### src/hw/pcs_pkg.sv
//==========================================================================
// Constants and types shared by the sequencer and its surroundings
//==========================================================================
package pcs_pkg;

    // Data-space addresses of the block's own registers and the indirect window
    localparam logic [7:0] DA_LOOKUP_HI  = 8'h82;
    localparam logic [7:0] DA_PTR_LO     = 8'h83;
    localparam logic [7:0] DA_PTR_HI     = 8'h84;
    localparam logic [7:0] DA_FC_LOWER   = 8'hCE;
    localparam logic [7:0] DA_FC_UPPER   = 8'hCF;
    localparam logic [7:0] DA_INDIRECT   = 8'hE7;
    // Window of working registers that accept immediate writes
    localparam logic [7:0] DA_IMM_FIRST  = 8'h80;
    localparam logic [7:0] DA_IMM_LAST   = 8'h87;
    // Bank used by direct addressing
    localparam logic [7:0] BANK_DIRECT   = 8'h00;

    // APB word indices; byte address is four times the index
    localparam logic [9:0] IX_LOOKUP_HI  = 10'h082;
    localparam logic [9:0] IX_PTR_LO     = 10'h083;
    localparam logic [9:0] IX_PTR_HI     = 10'h084;
    localparam logic [9:0] IX_FC_LOWER   = 10'h0CE;
    localparam logic [9:0] IX_FC_UPPER   = 10'h0CF;
    localparam logic [9:0] IX_STATUS     = 10'h040;

    // Status register fields
    localparam int         ST_IMM_ERR    = 0;
    localparam int         ST_SKIPPED    = 1;

    // Reset values and arithmetic constants
    localparam logic [9:0] FC_RESET      = 10'h000;
    localparam logic [7:0] REG_RESET     = 8'h00;
    localparam logic [9:0] FC_STEP       = 10'h001;
    localparam logic [9:0] FC_SKIP_STEP  = 10'h002;
    localparam logic [7:0] BYTE_ONE      = 8'h01;
    localparam logic [7:0] BYTE_FF       = 8'hFF;
    localparam logic [7:0] BYTE_ZERO     = 8'h00;

    // Instruction classes presented by the decoder
    typedef enum logic [4:0] {
        OP_NEXT, OP_JUMP, OP_CALL, OP_RET,
        OP_CMP_IMM_SKIP, OP_CMP_MEM_SKIP,
        OP_INC_SKIP, OP_INCM_SKIP, OP_DEC_SKIP, OP_DECM_SKIP,
        OP_BIT_CLR_SKIP, OP_BIT_SET_SKIP,
        OP_B0_BIT_CLR_SKIP, OP_B0_BIT_SET_SKIP,
        OP_ADD_MEM, OP_ADC_MEM, OP_BANK0_ADD_OP_MEM, OP_SUB_MEM,
        OP_MOV_TO_MEM, OP_MOV_IMM, OP_MOV_FROM_MEM, OP_ROM_LOOKUP
    } pcs_op_t;

    // Kind of answer outstanding from memory
    typedef enum logic [1:0] {
        PEND_NONE, PEND_RAM, PEND_ROM
    } pcs_pend_t;

endpackage : pcs_pkg

### src/hw/pcs_sequencer.sv
// Decided for this implementation: register access over APB.
`timescale 1ns/1ps
`default_nettype none

module pcs_sequencer (
    input  wire logic        pclk,
    input  wire logic        presetn,
    // APB slave
    input  wire logic        psel,
    input  wire logic        penable,
    input  wire logic        pwrite,
    input  wire logic [11:0] paddr,
    input  wire logic [31:0] pwdata,
    output logic      [31:0] prdata,
    output logic             pready,
    output logic             pslverr,
    // Decoded instruction from the core
    input  wire logic        exec_valid,
    input  wire logic [4:0]  exec_op,
    input  wire logic [7:0]  exec_addr,
    input  wire logic [7:0]  exec_imm,
    input  wire logic [7:0]  exec_mem,
    input  wire logic [7:0]  exec_acc,
    input  wire logic        exec_carry,
    input  wire logic        exec_bit,
    input  wire logic [9:0]  exec_target,
    output logic             exec_busy,
    // Fetch address and accumulator write-back
    output logic      [9:0]  fetch_addr,
    output logic             acc_wr,
    output logic      [7:0]  acc_wdata,
    // Data RAM
    output logic             ram_re,
    output logic             ram_we,
    output logic      [7:0]  ram_bank,
    output logic      [7:0]  ram_loc,
    output logic      [7:0]  ram_wdata,
    input  wire logic [7:0]  ram_rdata,
    // Program memory lookup
    output logic             rom_req,
    output logic      [15:0] rom_addr,
    input  wire logic [15:0] rom_rdata
);

    //======================================================================
    // State
    //======================================================================
    typedef struct packed {
        logic [9:0]        fc;
        logic [7:0]        ptr_lo;
        logic [7:0]        ptr_hi;
        logic [7:0]        lookup_hi;
        logic              imm_err;
        logic              skipped;
        logic [31:0]       prdata;
        logic              pready;
        logic              pslverr;
        pcs_pkg::pcs_pend_t pend;
        logic              busy;
        logic              acc_wr;
        logic [7:0]        acc_wdata;
        logic              ram_re;
        logic              ram_we;
        logic [7:0]        ram_bank;
        logic [7:0]        ram_loc;
        logic [7:0]        ram_wdata;
        logic              rom_req;
        logic [15:0]       rom_addr;
    } pcs_state_t;

    pcs_state_t st_r;
    pcs_state_t st_nxt;

    //======================================================================
    // Decode helpers
    //======================================================================
    // True for a data address that lives in this block
    function automatic logic is_own(input logic [7:0] a);
        is_own = (a == pcs_pkg::DA_LOOKUP_HI) || (a == pcs_pkg::DA_PTR_LO)
              || (a == pcs_pkg::DA_PTR_HI)    || (a == pcs_pkg::DA_FC_LOWER)
              || (a == pcs_pkg::DA_FC_UPPER);
    endfunction : is_own

    // Read value of an own register; upper counter bits pad with zero
    function automatic logic [7:0] own_read(input pcs_state_t s,
                                            input logic [7:0] a);
        case (a)
            pcs_pkg::DA_LOOKUP_HI: own_read = s.lookup_hi;
            pcs_pkg::DA_PTR_LO:    own_read = s.ptr_lo;
            pcs_pkg::DA_PTR_HI:    own_read = s.ptr_hi;
            pcs_pkg::DA_FC_LOWER:  own_read = s.fc[7:0];
            pcs_pkg::DA_FC_UPPER:  own_read = {6'h00, s.fc[9:8]};
            default:               own_read = pcs_pkg::BYTE_ZERO;
        endcase
    endfunction : own_read

    //======================================================================
    // Next-state logic
    //======================================================================
    pcs_pkg::pcs_op_t op;
    logic             take;
    logic             skip;
    logic             dw_en;
    logic [7:0]       dw_addr;
    logic [7:0]       dw_data;
    logic             dw_carry;
    logic             rd_en;
    logic [7:0]       operand;
    logic [8:0]       sum;
    logic [7:0]       res;
    logic             apb_wr;
    logic [9:0]       apb_ix;

    always_comb begin
        st_nxt   = st_r;
        op       = pcs_pkg::pcs_op_t'(exec_op);
        skip     = 1'b0;
        dw_en    = 1'b0;
        dw_addr  = exec_addr;
        dw_data  = pcs_pkg::BYTE_ZERO;
        dw_carry = 1'b0;
        rd_en    = 1'b0;
        sum      = 9'h000;
        res      = pcs_pkg::BYTE_ZERO;
        apb_wr   = 1'b0;
        apb_ix   = paddr[11:2];

        // Pulses last one cycle unless renewed below
        st_nxt.acc_wr  = 1'b0;
        st_nxt.ram_re  = 1'b0;
        st_nxt.ram_we  = 1'b0;
        st_nxt.rom_req = 1'b0;
        st_nxt.pend    = pcs_pkg::PEND_NONE;

        // Memory operand: own registers are sourced here, not from the core
        operand = is_own(exec_addr) ? own_read(st_r, exec_addr) : exec_mem;

        // Instructions are ignored while a memory answer is outstanding
        take = exec_valid && (st_r.pend == pcs_pkg::PEND_NONE);

        //------------------------------------------------------------------
        // Instruction execution
        //------------------------------------------------------------------
        if (take) begin
            case (op)
                pcs_pkg::OP_CMP_IMM_SKIP: begin
                    skip = (exec_acc == exec_imm);
                end
                pcs_pkg::OP_CMP_MEM_SKIP: begin
                    skip = (exec_acc == operand);
                end
                pcs_pkg::OP_INC_SKIP, pcs_pkg::OP_INCM_SKIP: begin
                    res  = operand + pcs_pkg::BYTE_ONE;
                    skip = (operand == pcs_pkg::BYTE_FF);
                    if (op == pcs_pkg::OP_INCM_SKIP) begin
                        dw_en   = 1'b1;
                        dw_data = res;
                    end else begin
                        st_nxt.acc_wr    = 1'b1;
                        st_nxt.acc_wdata = res;
                    end
                end
                pcs_pkg::OP_DEC_SKIP, pcs_pkg::OP_DECM_SKIP: begin
                    res  = operand - pcs_pkg::BYTE_ONE;
                    skip = (operand == pcs_pkg::BYTE_ONE);
                    if (op == pcs_pkg::OP_DECM_SKIP) begin
                        dw_en   = 1'b1;
                        dw_data = res;
                    end else begin
                        st_nxt.acc_wr    = 1'b1;
                        st_nxt.acc_wdata = res;
                    end
                end
                pcs_pkg::OP_BIT_CLR_SKIP, pcs_pkg::OP_B0_BIT_CLR_SKIP: begin
                    skip = !exec_bit;
                end
                pcs_pkg::OP_BIT_SET_SKIP, pcs_pkg::OP_B0_BIT_SET_SKIP: begin
                    skip = exec_bit;
                end
                pcs_pkg::OP_ADD_MEM, pcs_pkg::OP_ADC_MEM,
                pcs_pkg::OP_BANK0_ADD_OP_MEM: begin
                    sum = {1'b0, operand} + {1'b0, exec_acc}
                        + {8'h00, (op == pcs_pkg::OP_ADC_MEM) && exec_carry};
                    dw_en    = 1'b1;
                    dw_data  = sum[7:0];
                    dw_carry = sum[8];
                end
                pcs_pkg::OP_SUB_MEM: begin
                    // Borrow is dropped: upper byte never counts down
                    dw_en   = 1'b1;
                    dw_data = operand - exec_acc;
                end
                pcs_pkg::OP_MOV_TO_MEM: begin
                    dw_en   = 1'b1;
                    dw_data = exec_acc;
                end
                pcs_pkg::OP_MOV_IMM: begin
                    // Outside the window the write is dropped and flagged
                    if (exec_addr >= pcs_pkg::DA_IMM_FIRST &&
                        exec_addr <= pcs_pkg::DA_IMM_LAST) begin
                        dw_en   = 1'b1;
                        dw_data = exec_imm;
                    end else begin
                        st_nxt.imm_err = 1'b1;
                    end
                end
                pcs_pkg::OP_MOV_FROM_MEM: begin
                    rd_en = 1'b1;
                end
                pcs_pkg::OP_ROM_LOOKUP: begin
                    st_nxt.rom_req  = 1'b1;
                    st_nxt.rom_addr = {st_r.ptr_hi, st_r.ptr_lo};
                    st_nxt.pend     = pcs_pkg::PEND_ROM;
                end
                default: begin
                end
            endcase

            // Fetch counter: load, write, skip or plain step
            if (op == pcs_pkg::OP_JUMP || op == pcs_pkg::OP_CALL ||
                op == pcs_pkg::OP_RET) begin
                st_nxt.fc = exec_target;
            end else if (dw_en && dw_addr == pcs_pkg::DA_FC_LOWER) begin
                // Page-relative jump; upper byte only follows a carry
                st_nxt.fc = {st_r.fc[9:8] + {1'b0, dw_carry},
                             dw_data};
            end else if (dw_en && dw_addr == pcs_pkg::DA_FC_UPPER) begin
                st_nxt.fc = {dw_data[1:0], st_r.fc[7:0]};
            end else if (skip) begin
                // Skipped word is never fetched, so it cannot act
                st_nxt.fc = st_r.fc + pcs_pkg::FC_SKIP_STEP;
            end else begin
                st_nxt.fc = st_r.fc + pcs_pkg::FC_STEP;
            end
            st_nxt.skipped = skip;

            // Data writes: own registers, indirect window or plain RAM
            if (dw_en) begin
                case (dw_addr)
                    pcs_pkg::DA_LOOKUP_HI: st_nxt.lookup_hi = dw_data;
                    pcs_pkg::DA_PTR_LO:    st_nxt.ptr_lo    = dw_data;
                    pcs_pkg::DA_PTR_HI:    st_nxt.ptr_hi    = dw_data;
                    pcs_pkg::DA_FC_LOWER, pcs_pkg::DA_FC_UPPER: begin
                    end
                    pcs_pkg::DA_INDIRECT: begin
                        st_nxt.ram_we    = 1'b1;
                        st_nxt.ram_bank  = st_r.ptr_hi;
                        st_nxt.ram_loc   = st_r.ptr_lo;
                        st_nxt.ram_wdata = dw_data;
                    end
                    default: begin
                        st_nxt.ram_we    = 1'b1;
                        st_nxt.ram_bank  = pcs_pkg::BANK_DIRECT;
                        st_nxt.ram_loc   = dw_addr;
                        st_nxt.ram_wdata = dw_data;
                    end
                endcase
            end

            // Data reads into the accumulator
            if (rd_en) begin
                if (is_own(exec_addr)) begin
                    st_nxt.acc_wr    = 1'b1;
                    st_nxt.acc_wdata = operand;
                end else begin
                    st_nxt.ram_re = 1'b1;
                    st_nxt.pend   = pcs_pkg::PEND_RAM;
                    if (exec_addr == pcs_pkg::DA_INDIRECT) begin
                        st_nxt.ram_bank = st_r.ptr_hi;
                        st_nxt.ram_loc  = st_r.ptr_lo;
                    end else begin
                        st_nxt.ram_bank = pcs_pkg::BANK_DIRECT;
                        st_nxt.ram_loc  = exec_addr;
                    end
                end
            end
        end

        //------------------------------------------------------------------
        // Memory answers, one cycle after the request
        st_nxt.busy = (st_nxt.pend != pcs_pkg::PEND_NONE);
        //------------------------------------------------------------------
        if (st_r.pend == pcs_pkg::PEND_RAM) begin
            st_nxt.acc_wr    = 1'b1;
            st_nxt.acc_wdata = ram_rdata;
        end else if (st_r.pend == pcs_pkg::PEND_ROM) begin
            st_nxt.lookup_hi = rom_rdata[15:8];
            st_nxt.acc_wr    = 1'b1;
            st_nxt.acc_wdata = rom_rdata[7:0];
        end

        //------------------------------------------------------------------
        // APB slave: answer prepared in setup, given in the first access
        //------------------------------------------------------------------
        st_nxt.pready  = psel && !penable;
        st_nxt.pslverr = 1'b0;
        if (psel && !penable) begin
            st_nxt.pslverr = !(is_own(apb_ix[7:0]) && apb_ix[9:8] == 2'b00)
                          && (apb_ix != pcs_pkg::IX_STATUS);
            st_nxt.prdata  = 32'h0000_0000;
            if (apb_ix == pcs_pkg::IX_STATUS) begin
                st_nxt.prdata[pcs_pkg::ST_IMM_ERR] = st_r.imm_err;
                st_nxt.prdata[pcs_pkg::ST_SKIPPED] = st_r.skipped;
            end else if (apb_ix[9:8] == 2'b00) begin
                st_nxt.prdata[7:0] = own_read(st_r, apb_ix[7:0]);
            end
        end
        apb_wr = psel && penable && st_r.pready && pwrite && !st_r.pslverr;

        // Software writes win over the core in the same cycle, except a status clear, which loses to a new error
        if (apb_wr) begin
            case (apb_ix)
                pcs_pkg::IX_LOOKUP_HI: st_nxt.lookup_hi = pwdata[7:0];
                pcs_pkg::IX_PTR_LO:    st_nxt.ptr_lo    = pwdata[7:0];
                pcs_pkg::IX_PTR_HI:    st_nxt.ptr_hi    = pwdata[7:0];
                pcs_pkg::IX_FC_LOWER:  st_nxt.fc[7:0]   = pwdata[7:0];
                pcs_pkg::IX_FC_UPPER:  st_nxt.fc[9:8]   = pwdata[1:0];
                pcs_pkg::IX_STATUS: begin
                    // Write one to clear; a new error in this cycle wins
                    if (pwdata[pcs_pkg::ST_IMM_ERR] && !(take &&
                        op == pcs_pkg::OP_MOV_IMM && !dw_en)) begin
                        st_nxt.imm_err = 1'b0;
                    end
                end
                default: begin
                end
            endcase
        end
    end

    //======================================================================
    // State register
    //======================================================================
    // Pointers also clear here only so that reset state is deterministic
    always_ff @(posedge pclk or negedge presetn) begin
        if (!presetn) begin
            st_r           <= '0;
            st_r.fc        <= pcs_pkg::FC_RESET;
            st_r.ptr_lo    <= pcs_pkg::REG_RESET;
            st_r.ptr_hi    <= pcs_pkg::REG_RESET;
            st_r.lookup_hi <= pcs_pkg::REG_RESET;
            st_r.pend      <= pcs_pkg::PEND_NONE;
        end else begin
            st_r <= st_nxt;
        end
    end

    //======================================================================
    // Outputs, all straight from the state register
    //======================================================================
    assign prdata     = st_r.prdata;
    assign pready     = st_r.pready;
    assign pslverr    = st_r.pslverr;
    assign fetch_addr = st_r.fc;
    assign exec_busy  = st_r.busy;
    assign acc_wr     = st_r.acc_wr;
    assign acc_wdata  = st_r.acc_wdata;
    assign ram_re     = st_r.ram_re;
    assign ram_we     = st_r.ram_we;
    assign ram_bank   = st_r.ram_bank;
    assign ram_loc    = st_r.ram_loc;
    assign ram_wdata  = st_r.ram_wdata;
    assign rom_req    = st_r.rom_req;
    assign rom_addr   = st_r.rom_addr;

endmodule : pcs_sequencer

`default_nettype wire

### config.mk
export PLATFORM = sky130hd
export DESIGN_NAME = pcs_sequencer
export DESIGN_NICKNAME = d
export VERILOG_FILES = /design/src/hw/pcs_pkg.sv /design/src/hw/pcs_sequencer.sv
export SDC_FILE = /design/constraint.sdc
export NUM_CORES = 1
export LEC_CHECK = 0
export ABC_AREA = 0
export BUFFER_PORTS_ARGS = -buffer_cell sky130_fd_sc_hd__buf_4
export CAP_MARGIN = 20
export CORE_ASPECT_RATIO = 1.5
export CORE_MARGIN = 2
export CORE_UTILIZATION = 59
export DETAILED_ROUTE_END_ITERATION = 8
export GPL_TIMING_DRIVEN = 0
export HOLD_SLACK_MARGIN = 0.12
export PLACE_DENSITY = 0.93
export SYNTH_ARGS = -nofsm -noshare
export SYNTH_HDL_FRONTEND = slang
export SYNTH_SLANG_ARGS = --single-unit
### constraint.sdc
create_clock -name pclk -period 11.5 [get_ports pclk]
set_input_delay 1.725 -clock pclk [delete_from_list [all_inputs] [get_ports pclk]]
set_output_delay 1.725 -clock pclk [all_outputs]
set_load 0.03 [all_outputs]
-- Word-level counts from Yosys, hierarchy flattened
Index checks and enable logic that the tools add are counted.
- output and inout port bits: 97
- bits in registers: 101
- input port bits: 123
- multiplexer cells: 63
- bitwise logic cells: 1
- equality and inequality tests: 45
- order comparisons: 2
- add/subtract/negate cells: 8
- reduce and logical (&&, ||, !) cells: 44
- operators by type and width (cell ; count):
    $mux 8 ; 14
    $eq 8x8->1 const B ; 12
    $pmux 8 s5 ; 2
    $mux 52 ; 1
    $eq 10x8->1 const B ; 5
    $mux 10 ; 5
    $pmux 25 s2 ; 1
    $mux 16 ; 3
    $pmux 8 s6 ; 1
    $mux 9 ; 5
    $eq 5x4->1 const B ; 8
    $mux 36 ; 1
    $mux 35 ; 1
    $eq 5x5->1 const B ; 6
    $mux 25 ; 1
    $mux 24 ; 1
    $eq 5x3->1 const B ; 4
    $pmux 9 s2 ; 1
    $mux 17 ; 1
    $eq 8x8->1 ; 2
    $mux 1 ; 16
    $logic_and 1x1->1 ; 15
    $mux 2 ; 6
    $add 10x1->10 const B ; 1
    30 further kinds ; 50

-- Longest topological paths before layout
Gate-level depths: netlist of the first run.
- depth in word-level cells: 18
- gate-level depth with buffers: 23
- mapped depth without buffers: 21

-- Least setup slack after synthesis of the first run
OpenSTA, ideal clock, no wires.
- path type: input to register
- from: in exec_addr[4]
- to: reg st_r[97] (netlist bit)
- data required time: 11.377 ns
- library setup time: 0.123 ns
- data arrival time: 5.608 ns
- path slack: 5.769 ns
- stages: 18
- cells stage by stage: or3b_1 buf_2 nor2_1 buf_4 a22oi_1 nand2_1 inv_1 fa_1 fa_1 o21bai_1 a21oi_1 o21bai_1 a21oi_1 a221o_1 a222oi_1 o221ai_1 mux2_2 o221a_2
- RTL lines (what ; line ; RTL):
    start, declared ; pcs_sequencer.sv:20 ; input wire logic [7:0] exec_addr,
    end signal, assigned ; pcs_sequencer.sv:344 ; st_r <= st_nxt;
    end, declared ; pcs_sequencer.sv:71 ; pcs_state_t st_r;

==> flow_summary.yaml, run 1 <==
power:
  ir_drop_v: 0.0000879
  seqPwrFrac_pct: 35.3
  power_mw: 1.26
  p_leak_nw: 4.81
  power_frac_comb_pct: 40.0
  swShare_pct: 39.5
  intPower_mw: 0.764
  switchingPower_mw: 0.499
  clock_power_share_pct: 24.7
  power_density_nw_per_um2: 123
synthesis:
  yosysSeqAreaShare_pct: 30.0
  synth_cell_types: 74
  ys_ff_latch: 100
  synthTopCellsByArea: "dfrtp_1 30%, buf_4 8.3%, mux2i_1 4.4%"
  yosys.area.top_type: "dfrtp_1"
  avgSynthCellArea_sq_um: 8.57
  yosysWarnings: 0
  synth_top_area_share_pct: 30.0
  syn_inst: 973
  async_reset_ff_share_pct: 100
  synth-edff-count: 0
  ys.flop_type: "dfrtp_1"
  synthesis.area_sq_um: 8340
clock_network:
  ctsResizeCount: 0
  cts_setup_buffers: 0
  cts-root-buf: "clkbuf_16"
  worst_skew_pair.late_latency_ns: 0.36
  clockBufferDepth: 2
  cts_inserted_buffers: 9
  holdBufCountCts: 0
  h-tree-depth: 3
  clk_pin_slew_worst_paths_ns: 0.07
  clock_sinks: 100
  cts_tree: "done"
placement:
  place_area_sq_um: 9930
  numPortBuffers: 164
  gp_congestion: 1.04
  dpl.hpwl_microns: 23200
worst_setup_path:
  arrival_ns: 6.87
  critPathTopFamily: "compound AO/OA/AOI/OAI gates"
  critical_path_buf_inv_count: 2
  cp_max_fo: 10
  worstPathRequired_ns: 11.74
  crit_type: "in -> reg"
  end_kind: "flip-flop"
  critPathLaunchType: "input port"
  cp_slowest_stage_delay_ns: 0.86
  cp_cell_sequence: "buf_2 > nor3b_1 > o2bb2ai_1 > a22oi_1 > nand2_1 > inv_1 > fa_1 > fa_1 > o21bai_1 > a21oi_1 > o21bai_1 > a21oi_1 > a221o_1 > a222oi_1 > o221ai_1 > mux2_2 > o221a_2"
  cp_slowest_cell: "nor3b_1"
sta:
  min_period_over_period_pct: 57.6
  rsz0062_at_grt: "no"
  setup_viol: 0
  hold_violations: 0
  setup-tns-final_ns: 0
  maxSlewViolCount: 0
  fmax_mhz: 151
  slew_headroom_pct: 29.4
  fin_worst_skew_ns: 0.00987
  final.min_clock_period_ns: 6.62
  worst_pin_slew_ns: 1.06
layout:
  fin_util_pct: 73.6
  final_area_sq_um: 10200
  fin_nets: 1326
  num_antenna_cells: 0
  area_delta_synth_final_pct: 22.8
  drive_above_1_share_pct: 28.6
detailed_routing:
  viasPerCell: 6.63
  drc: 0
  drt_iter0_drc: 1024
  ant_nets: 0
  wl_per_cell_microns: 22.4
  first_pass_iters: 6
  vias: 8947
  routed_wl_microns: 30200
global_route:
  grt_usage_pct: 39.2
  grt_antenna_before_repair: 1
  grt_pass1_vias: 8618
  grt_pass1_wl_microns: 45600
  gr-total-overflow: 0
  grt_max_degree: 52
die:
  die-width_microns: 101
  core_area_sq_um: 13900
  start_util_pct: 59.9
  pin_count: 220
  rows: 53
  die_y_microns: 150
  die-area_sq_um: 15100
hold_path:
  worstHoldPathType: "reg -> reg"
run_status:
  status: "completed"
flow_run:
  maxCapViolCount: 0
cell usage after synthesis (15+ instances only):
cell and number:
mux2_2 28, a21oi_1 51, nand3_1 26, o21ai_0 71, a221oi_1 16, buf_4 92, inv_1 21, nor2_1 52
nand2_1 90, nand2b_1 15, and3_1 17, dfrtp_1 100, a22oi_1 23, ha_1 21, mux2i_1 37, clkbuf_1 41
through the flow:
stage / setup slack, ns / hold slack [ns] / cells
floorplan: 5.77 / 0.442 / 996
global placement: 4.69 / 0.464 / 1325
detailed placement: 4.60 / 0.472 / 1331
CTS: 5.02 / 0.489 / 1347
global route: 4.70 / 0.515 / 1349
finish: 4.88 / 0.483 / 1349
tightest hold or removal path, stage by stage (launching register included):
cell	delay [ns]
dfrtp_1	0.35
nand2_1	0.04
o21ai_0	0.06
flip-flops by register name, summed over array words and instances (netlist names):
name	cells
rom_addr	16
pslverr	1
acc_wr	1
prdata	8
fetch_addr	10
acc_wdata	8
ram_loc	8
ram_bank	8
rom_req	1
exec_busy	1
pready	1
ram_we	1
ram_wdata	8
st_r	28
layer usage:
metal | GRT usage [%] | share of wire, %
met5 | 0 | 0.043
met4 | 25.5 | 8.2
met3 | 6.87 | 10
met2 | 67.2 | 49
met1 | 44.1 | 33
kinds of logic (layout without fill, tap and decap cells):
family / count (synthesis) / after routing / share of synthesized area [%]
buf+inv: 169 / 357 / 12.0
simple gates: 298 / 298 / 18.7
fa+ha+maj: 24 / 24 / 3.87
xor+xnor: 25 / 25 / 2.62
compound gates: 288 / 288 / 23.7
other cells: 1 / 24 / 0.0450
flops: 100 / 100 / 30.0
mux: 68 / 68 / 9.03
placed cells by master (no fill, tap or decap), types with 8 or more instances in the layout:
master	synthesis	final
a22o_1	14	14
nand2b_1	15	15
nor3_1	12	12
clkbuf_1	41	41
a21o_1	9	9
o211ai_1	14	14
inv_1	21	21
nand4_1	14	14
nor2b_1	8	8
xor2_1	11	11
mux2_2	28	28
buf_4	92	258
nand3_1	26	26
nor4_1	13	12
clkbuf_16	0	9
buf_2	6	10
o21ai_0	71	71
a22oi_1	23	23
mux2i_1	37	37
or3_1	11	11
and3_1	17	17
a221oi_1	16	16
dfrtp_1	100	100
conb_1	1	24
a21oi_1	51	51
nand2_1	90	90
o221ai_1	9	9
ha_1	21	21
nor2_1	52	52
xnor2_1	14	14
cell type report:
class                   count  area (sq um)
flip-flops and latches    100          2500
repair buffers            172          1300
fillers                  1040          3680
well taps                 165           206
plain buffers             148           923
multi-input cells         727          4930
inverters                  21          78.8
clock inverters             7          81.3
clock buffers               9           225
final timing paths:
path,end,cells after the start,slack (ns),start
max in group asynchronous,acc_wdata[0],2,9.43,presetn
min in group asynchronous,prdata[6],1,1.37,presetn
worst min-delay path,ram_loc[5],2,0.48,ram_loc[5]
worst max-delay path,st_r[97],17,4.88,exec_addr[1]
worst max register to register,st_r[97],17,6.58,st_r[107]
worst min register to register,ram_loc[5],2,0.48,ram_loc[5]
power by group through the flow:
stage	Combinational (mW)	Sequential [mW]	Clock [mW]
after floorplan	0.332	0.429	0
after global placement	0.481	0.448	0
after detailed placement	0.492	0.448	0
after CTS	0.495	0.441	0.310
after global routing	0.537	0.448	0.324
final	0.505	0.446	0.312
Power figures use the tool's default switching activity.
==> run 2: changes to the inputs <==
CORE_UTILIZATION = 55   (was 59)
PLACE_DENSITY = 0.88   (was 0.93)
clock period = 6.5 ns   (was 11.5 ns; I/O delays follow)
==> run 2 against run 1 <==
Against the previous run:
- critical path depth rose by 3
- via count shrank 1.6%
- total power rose by 79%
- register-to-register slack got worse by 5.1 ns
- first-iteration DRC count is 16% lower
- utilization decreased by 4.7 points
- clock power grew 90%
- non-clock buffer count fell by 2
- combinational power increased by 75%
- critical path type unchanged
- largest cell class unchanged
==> flow_summary.yaml, run 2 (synthesized netlist as in run 1, its figures left out) <==
run_status:
  status: "completed"
flow_run:
  maxCapViolCount: 0
clock_network:
  clk_pin_slew_worst_paths_ns: 0.07
  cts_inserted_buffers: 9
  clock_sinks: 100
  cts_tree: "done"
  cts_setup_buffers: 0
  clockBufferDepth: 2
  h-tree-depth: 3
  cts-root-buf: "clkbuf_16"
  holdBufCountCts: 0
  worst_skew_pair.late_latency_ns: 0.35
  ctsResizeCount: 0
sta:
  fin_worst_skew_ns: 0.00846
  final.min_clock_period_ns: 5.89
  slew_headroom_pct: 20.8
  worst_pin_slew_ns: 1.19
  fmax_mhz: 170
  hold_violations: 0
  maxSlewViolCount: 0
  hold_slack_ns: 0.484
  rsz0062_at_grt: "no"
  setup_viol: 0
  min_period_over_period_pct: 90.6
  setup-tns-final_ns: 0
detailed_routing:
  ant_nets: 0
  routed_wl_microns: 29300
  first_pass_iters: 6
  drc: 0
  vias: 8805
  viasPerCell: 6.38
  drt_iter0_drc: 856
  wl_per_cell_microns: 21.2
layout:
  multi_input_area_sq_um: 4930
  fin_cells: 1380
  regMostFlops: "st_r"
  final_common_cell: "buf_4"
  mostFrequentLayoutCells: "256 x buf_4, 100 x dfrtp_1, 90 x nand2_1, 71 x o21ai_0, 52 x nor2_1"
  drive_above_1_share_pct: 28.5
  fill_cells: 1253
  fin_nets: 1324
  largest_register_ffs: 28
  fin_util_pct: 68.9
  regArea_sq_um: 2500
  area_delta_synth_final_pct: 23.3
  num_antenna_cells: 0
placement:
  dpl.hpwl_microns: 23000
  gp_congestion: 1.06
  numPortBuffers: 164
  placedCellCount: 1365
worst_setup_path:
  worstPathRequired_ns: 6.74
  critPathLaunchType: "input port"
  cp_max_fo: 10
  arrival_ns: 6.13
  end_kind: "flip-flop"
  crit_type: "in -> reg"
power:
  power_density_nw_per_um2: 220
  ir_drop_v: 0.000157
  p_leak_nw: 4.81
  seqPwrFrac_pct: 34.9
  swShare_pct: 37.1
  power_frac_comb_pct: 38.9
  intPower_mw: 1.42
  power_mw: 2.26
  switchingPower_mw: 0.841
  clock_power_share_pct: 26.2
global_route:
  grt_max_degree: 53
  grt_usage_pct: 35.8
  gr-total-overflow: 0
  grt_pass1_vias: 8577
  grt_antenna_before_repair: 0
  grt_pass1_wl_microns: 45300
die:
  rows: 55
  die-area_sq_um: 16200
  die_y_microns: 155
  core_area_sq_um: 14900
  die-width_microns: 105
  start_util_pct: 55.9
  pin_count: 220
hold_path:
  worstHoldPathType: "reg -> reg"
-- run 2: stage by stage --
step / instance area, sq um / setup WS [ns]
after global routing: 10300 / 0.463
after CTS: 10300 / 0.737
after global placement: 9910 / 0.439
after detailed placement: 9970 / 0.401
after floorplan: 8430 / 1.52
final: 10300 / 0.609
-- run 2: worst max-delay path, stage by stage --
cell and delay [ns]:
buf_4 0.12, buf_2 0.27, buf_2 0.31, mux2i_1 0.21
o2bb2ai_1 0.08, a22oi_1 0.47, nand2_1 0.33, inv_1 0.23
ha_1 0.20, inv_1 0.06, fa_1 0.42, a21oi_1 0.18
o21bai_1 0.15, a21oi_1 0.19, o21bai_1 0.10, a221o_1 0.32
a222oi_1 0.33, o221ai_1 0.50, mux2_2 0.45, o221a_2 0.22
-- run 2: final cells by class --
class                   count  share of cell area, %
plain buffers             148                   8.97
clock buffers              10                   2.32
clock inverters             5                  0.803
inverters                  21                  0.766
multi-input cells         727                   47.9
flip-flops and latches    100                   24.3
well taps                 199                   2.42
repair buffers            170                   12.5
-- run 2: layer usage --
metal	track usage [%]	routed length (microns)	vias up
li1	-	-	3920
met1	38.9	9810	4112
met2	63.4	14500	597
met3	5.82	2570	176
met4	24.9	2370	0
met5	0	0	-
-- run 2: final timing paths --
kind | start | endpoint | slack [ns] | cells past startpoint
min in group asynchronous | presetn | ram_we | 0.64 | 1
min reg2reg | prdata[3] | prdata[3] | 0.48 | 2
max | exec_addr[0] | st_r[97] | 0.61 | 20
max in group asynchronous | presetn | ram_loc[4] | 5.16 | 2
min | prdata[3] | prdata[3] | 0.48 | 2
max reg2reg | fetch_addr[0] | st_r[97] | 1.50 | 16
-- run 2: power by group through the flow --
stage / logic [mW] / registers (mW) / clock network [mW]
6_report: 0.882 / 0.790 / 0.593
5_1_grt: 0.938 / 0.795 / 0.616
4_1_cts: 0.871 / 0.784 / 0.594
3_5_place_dp: 0.867 / 0.795 / 0
3_3_place_gp: 0.852 / 0.793 / 0
2_1_floorplan: 0.587 / 0.759 / 0
==> run 3: changes to the inputs <==
CORE_UTILIZATION = 35   (was 55)
PLACE_DENSITY = 0.62   (was 0.88)
clock period = 5.9 ns   (was 6.5 ns; I/O delays follow)
==> run 3 against run 2 <==
Against the previous run:
- clock-buffer cell count increased by 1
- global-route usage decreased by 10 points
- setup slack got worse by 0.29 ns
- critical endpoint unchanged
- utilization decreased by 25 points
- total power increased by 9.4%
- sequential cell count unchanged
- cell area increased by 1.5%
- die area increased by 55%
- routed wire length increased by 9.5%
- clock skew increased by 0.0051 ns
- clock power increased by 5.7%
- critical path type unchanged
==> flow_summary.yaml, run 3 (synthesized netlist as in run 1, its figures left out) <==
clock_network:
  cts-root-buf: "clkbuf_16"
  worst_skew_pair.late_latency_ns: 0.35
  clock_sinks: 100
  clockBufferDepth: 2
  cts_inserted_buffers: 9
  cts_tree: "done"
  clk_pin_slew_worst_paths_ns: 0.07
  h-tree-depth: 3
layout:
  fill_cells: 2379
  fin_util_pct: 44.3
  regArea_sq_um: 2500
  largest_register_ffs: 28
  final_common_cell: "buf_4"
  multi_input_area_sq_um: 4940
  mostFrequentLayoutCells: "256 x buf_4, 100 x dfrtp_1, 89 x nand2_1, 71 x o21ai_0, 52 x nor2_1"
  area_delta_synth_final_pct: 25.2
  regMostFlops: "st_r"
  fin_nets: 1324
  drive_above_1_share_pct: 28.6
hold_path:
  worstHoldPathType: "reg -> reg"
die:
  start_util_pct: 35.4
  die_y_microns: 193
  rows: 69
  pin_count: 220
  die-area_sq_um: 25100
  die-width_microns: 130
  core_area_sq_um: 23600
global_route:
  gr-total-overflow: 0
  grt_pass1_wl_microns: 48100
  grt_pass1_vias: 8384
  grt_max_degree: 55
  grt_usage_pct: 25.4
  grt_antenna_before_repair: 2
sta:
  setup_viol: 0
  fmax_mhz: 179
  final.min_clock_period_ns: 5.58
  hold_violations: 0
  slew_headroom_pct: 22.0
  rsz0062_at_grt: "no"
  fin_worst_skew_ns: 0.0135
  layout_setup_ws_ns: 0.316
  worst_pin_slew_ns: 1.17
  min_period_over_period_pct: 94.6
  maxSlewViolCount: 0
flow_run:
  maxCapViolCount: 0
worst_setup_path:
  cp_max_fo: 10
  crit_type: "in -> reg"
  r2r_slack_ns: 1.11
  worstPathRequired_ns: 6.14
  end_kind: "flip-flop"
  arrival_ns: 5.82
  critPathLaunchType: "input port"
placement:
  numPortBuffers: 164
  dpl.hpwl_microns: 25600
  dpl_worst_slack_ns: -0.244
  gp_congestion: 0.952
power:
  power_mw: 2.48
  ir_drop_v: 0.000153
  p_leak_nw: 4.80
  power_density_nw_per_um2: 237
detailed_routing:
  vias: 8478
  wl_per_cell_microns: 21.4
  viasPerCell: 5.65
  drc: 0
  drt_iter0_drc: 831
  ant_nets: 0
  routed_wl_microns: 32100
  first_pass_iters: 6
run_status:
  status: "completed"
[run 3: cell types whose count changed in the layout (fill, tap and decap cells not counted), sizes merged]
cell / change
bufinv: -1
clkbuf: +1
clkinv: -1
clkinvlp: +1
diode: +1
[run 3: area by class of cell]
class,instances,share of cell area (%)
Buffer,148,8.84
Sequential cell,100,24.0
Multi-Input combinational cell,727,47.4
Clock buffer,11,2.42
Tap cell,319,3.82
Antenna cell,1,0.0240
Timing Repair Buffer,170,12.3
Inverter,21,0.755
Clock inverter,4,0.527
[run 3: path summary, 6_finish.rpt]
check                        startpoint         to  depth (start not counted)
max in group asynchronous       presetn  exec_busy                          2
min in group asynchronous       presetn     ram_we                          1
min reg2reg                   prdata[4]  prdata[4]                          2
max reg2reg                   st_r[107]   st_r[97]                         17
max                        exec_addr[0]   st_r[97]                         20
min                           prdata[4]  prdata[4]                          2
[run 3: stage by stage]
step                      area (sq um)  hold slack (ns)  std cells  setup TNS (ns)
after detailed placement         10100            0.482       1485          -0.273
after global placement           10100            0.468       1479          -0.346
after global routing             10400            0.508       1501               0
after floorplan                   8430            0.442        996               0
final                            10400            0.486       1501               0
after CTS                        10400            0.497       1500               0
[run 3: routing by layer]
metal / vias up / track usage [%] / share of wire (%)
li1: 3920 / - / -
met1: 4093 / 28.1 / 37
met2: 361 / 46.6 / 52
met3: 102 / 3.37 / 5.0
met4: 2 / 13.9 / 5.8
met5: - / 0 / 0.031
[run 3: timing repair]
| item | CTS | global route |
|---|---|---|
| setup endpoints to repair | 0 | 6 |
| setup buffers | 0 | 0 |
| hold endpoints to repair | 0 | 0 |
| hold buffers | 0 | 0 |
| gates resized for setup | 0 | 3 |
[run 3: worst max-delay path, cell delays in order]
cell and delay [ns]:
buf_4 0.12, buf_2 0.28, buf_2 0.31, mux2i_1 0.22, o2bb2ai_1 0.08, a22oi_1 0.54, nand2_2 0.23, inv_1 0.20
ha_1 0.20, inv_1 0.06, fa_1 0.40, a21oi_1 0.20, o21bai_1 0.15, a21oi_1 0.18, o21bai_1 0.11, a221o_1 0.34
a222oi_1 0.40, o221ai_2 0.35, mux2_2 0.36, o221a_2 0.22
[run 3: report_power, final]
part / switching (mW) / internal (mW) / total (mW) / leakage [nW]
Sequential: 0.108 / 0.766 / 0.874 / 1.32
Clock: 0.273 / 0.353 / 0.627 / 0.149
Combinational: 0.557 / 0.419 / 0.976 / 3.33
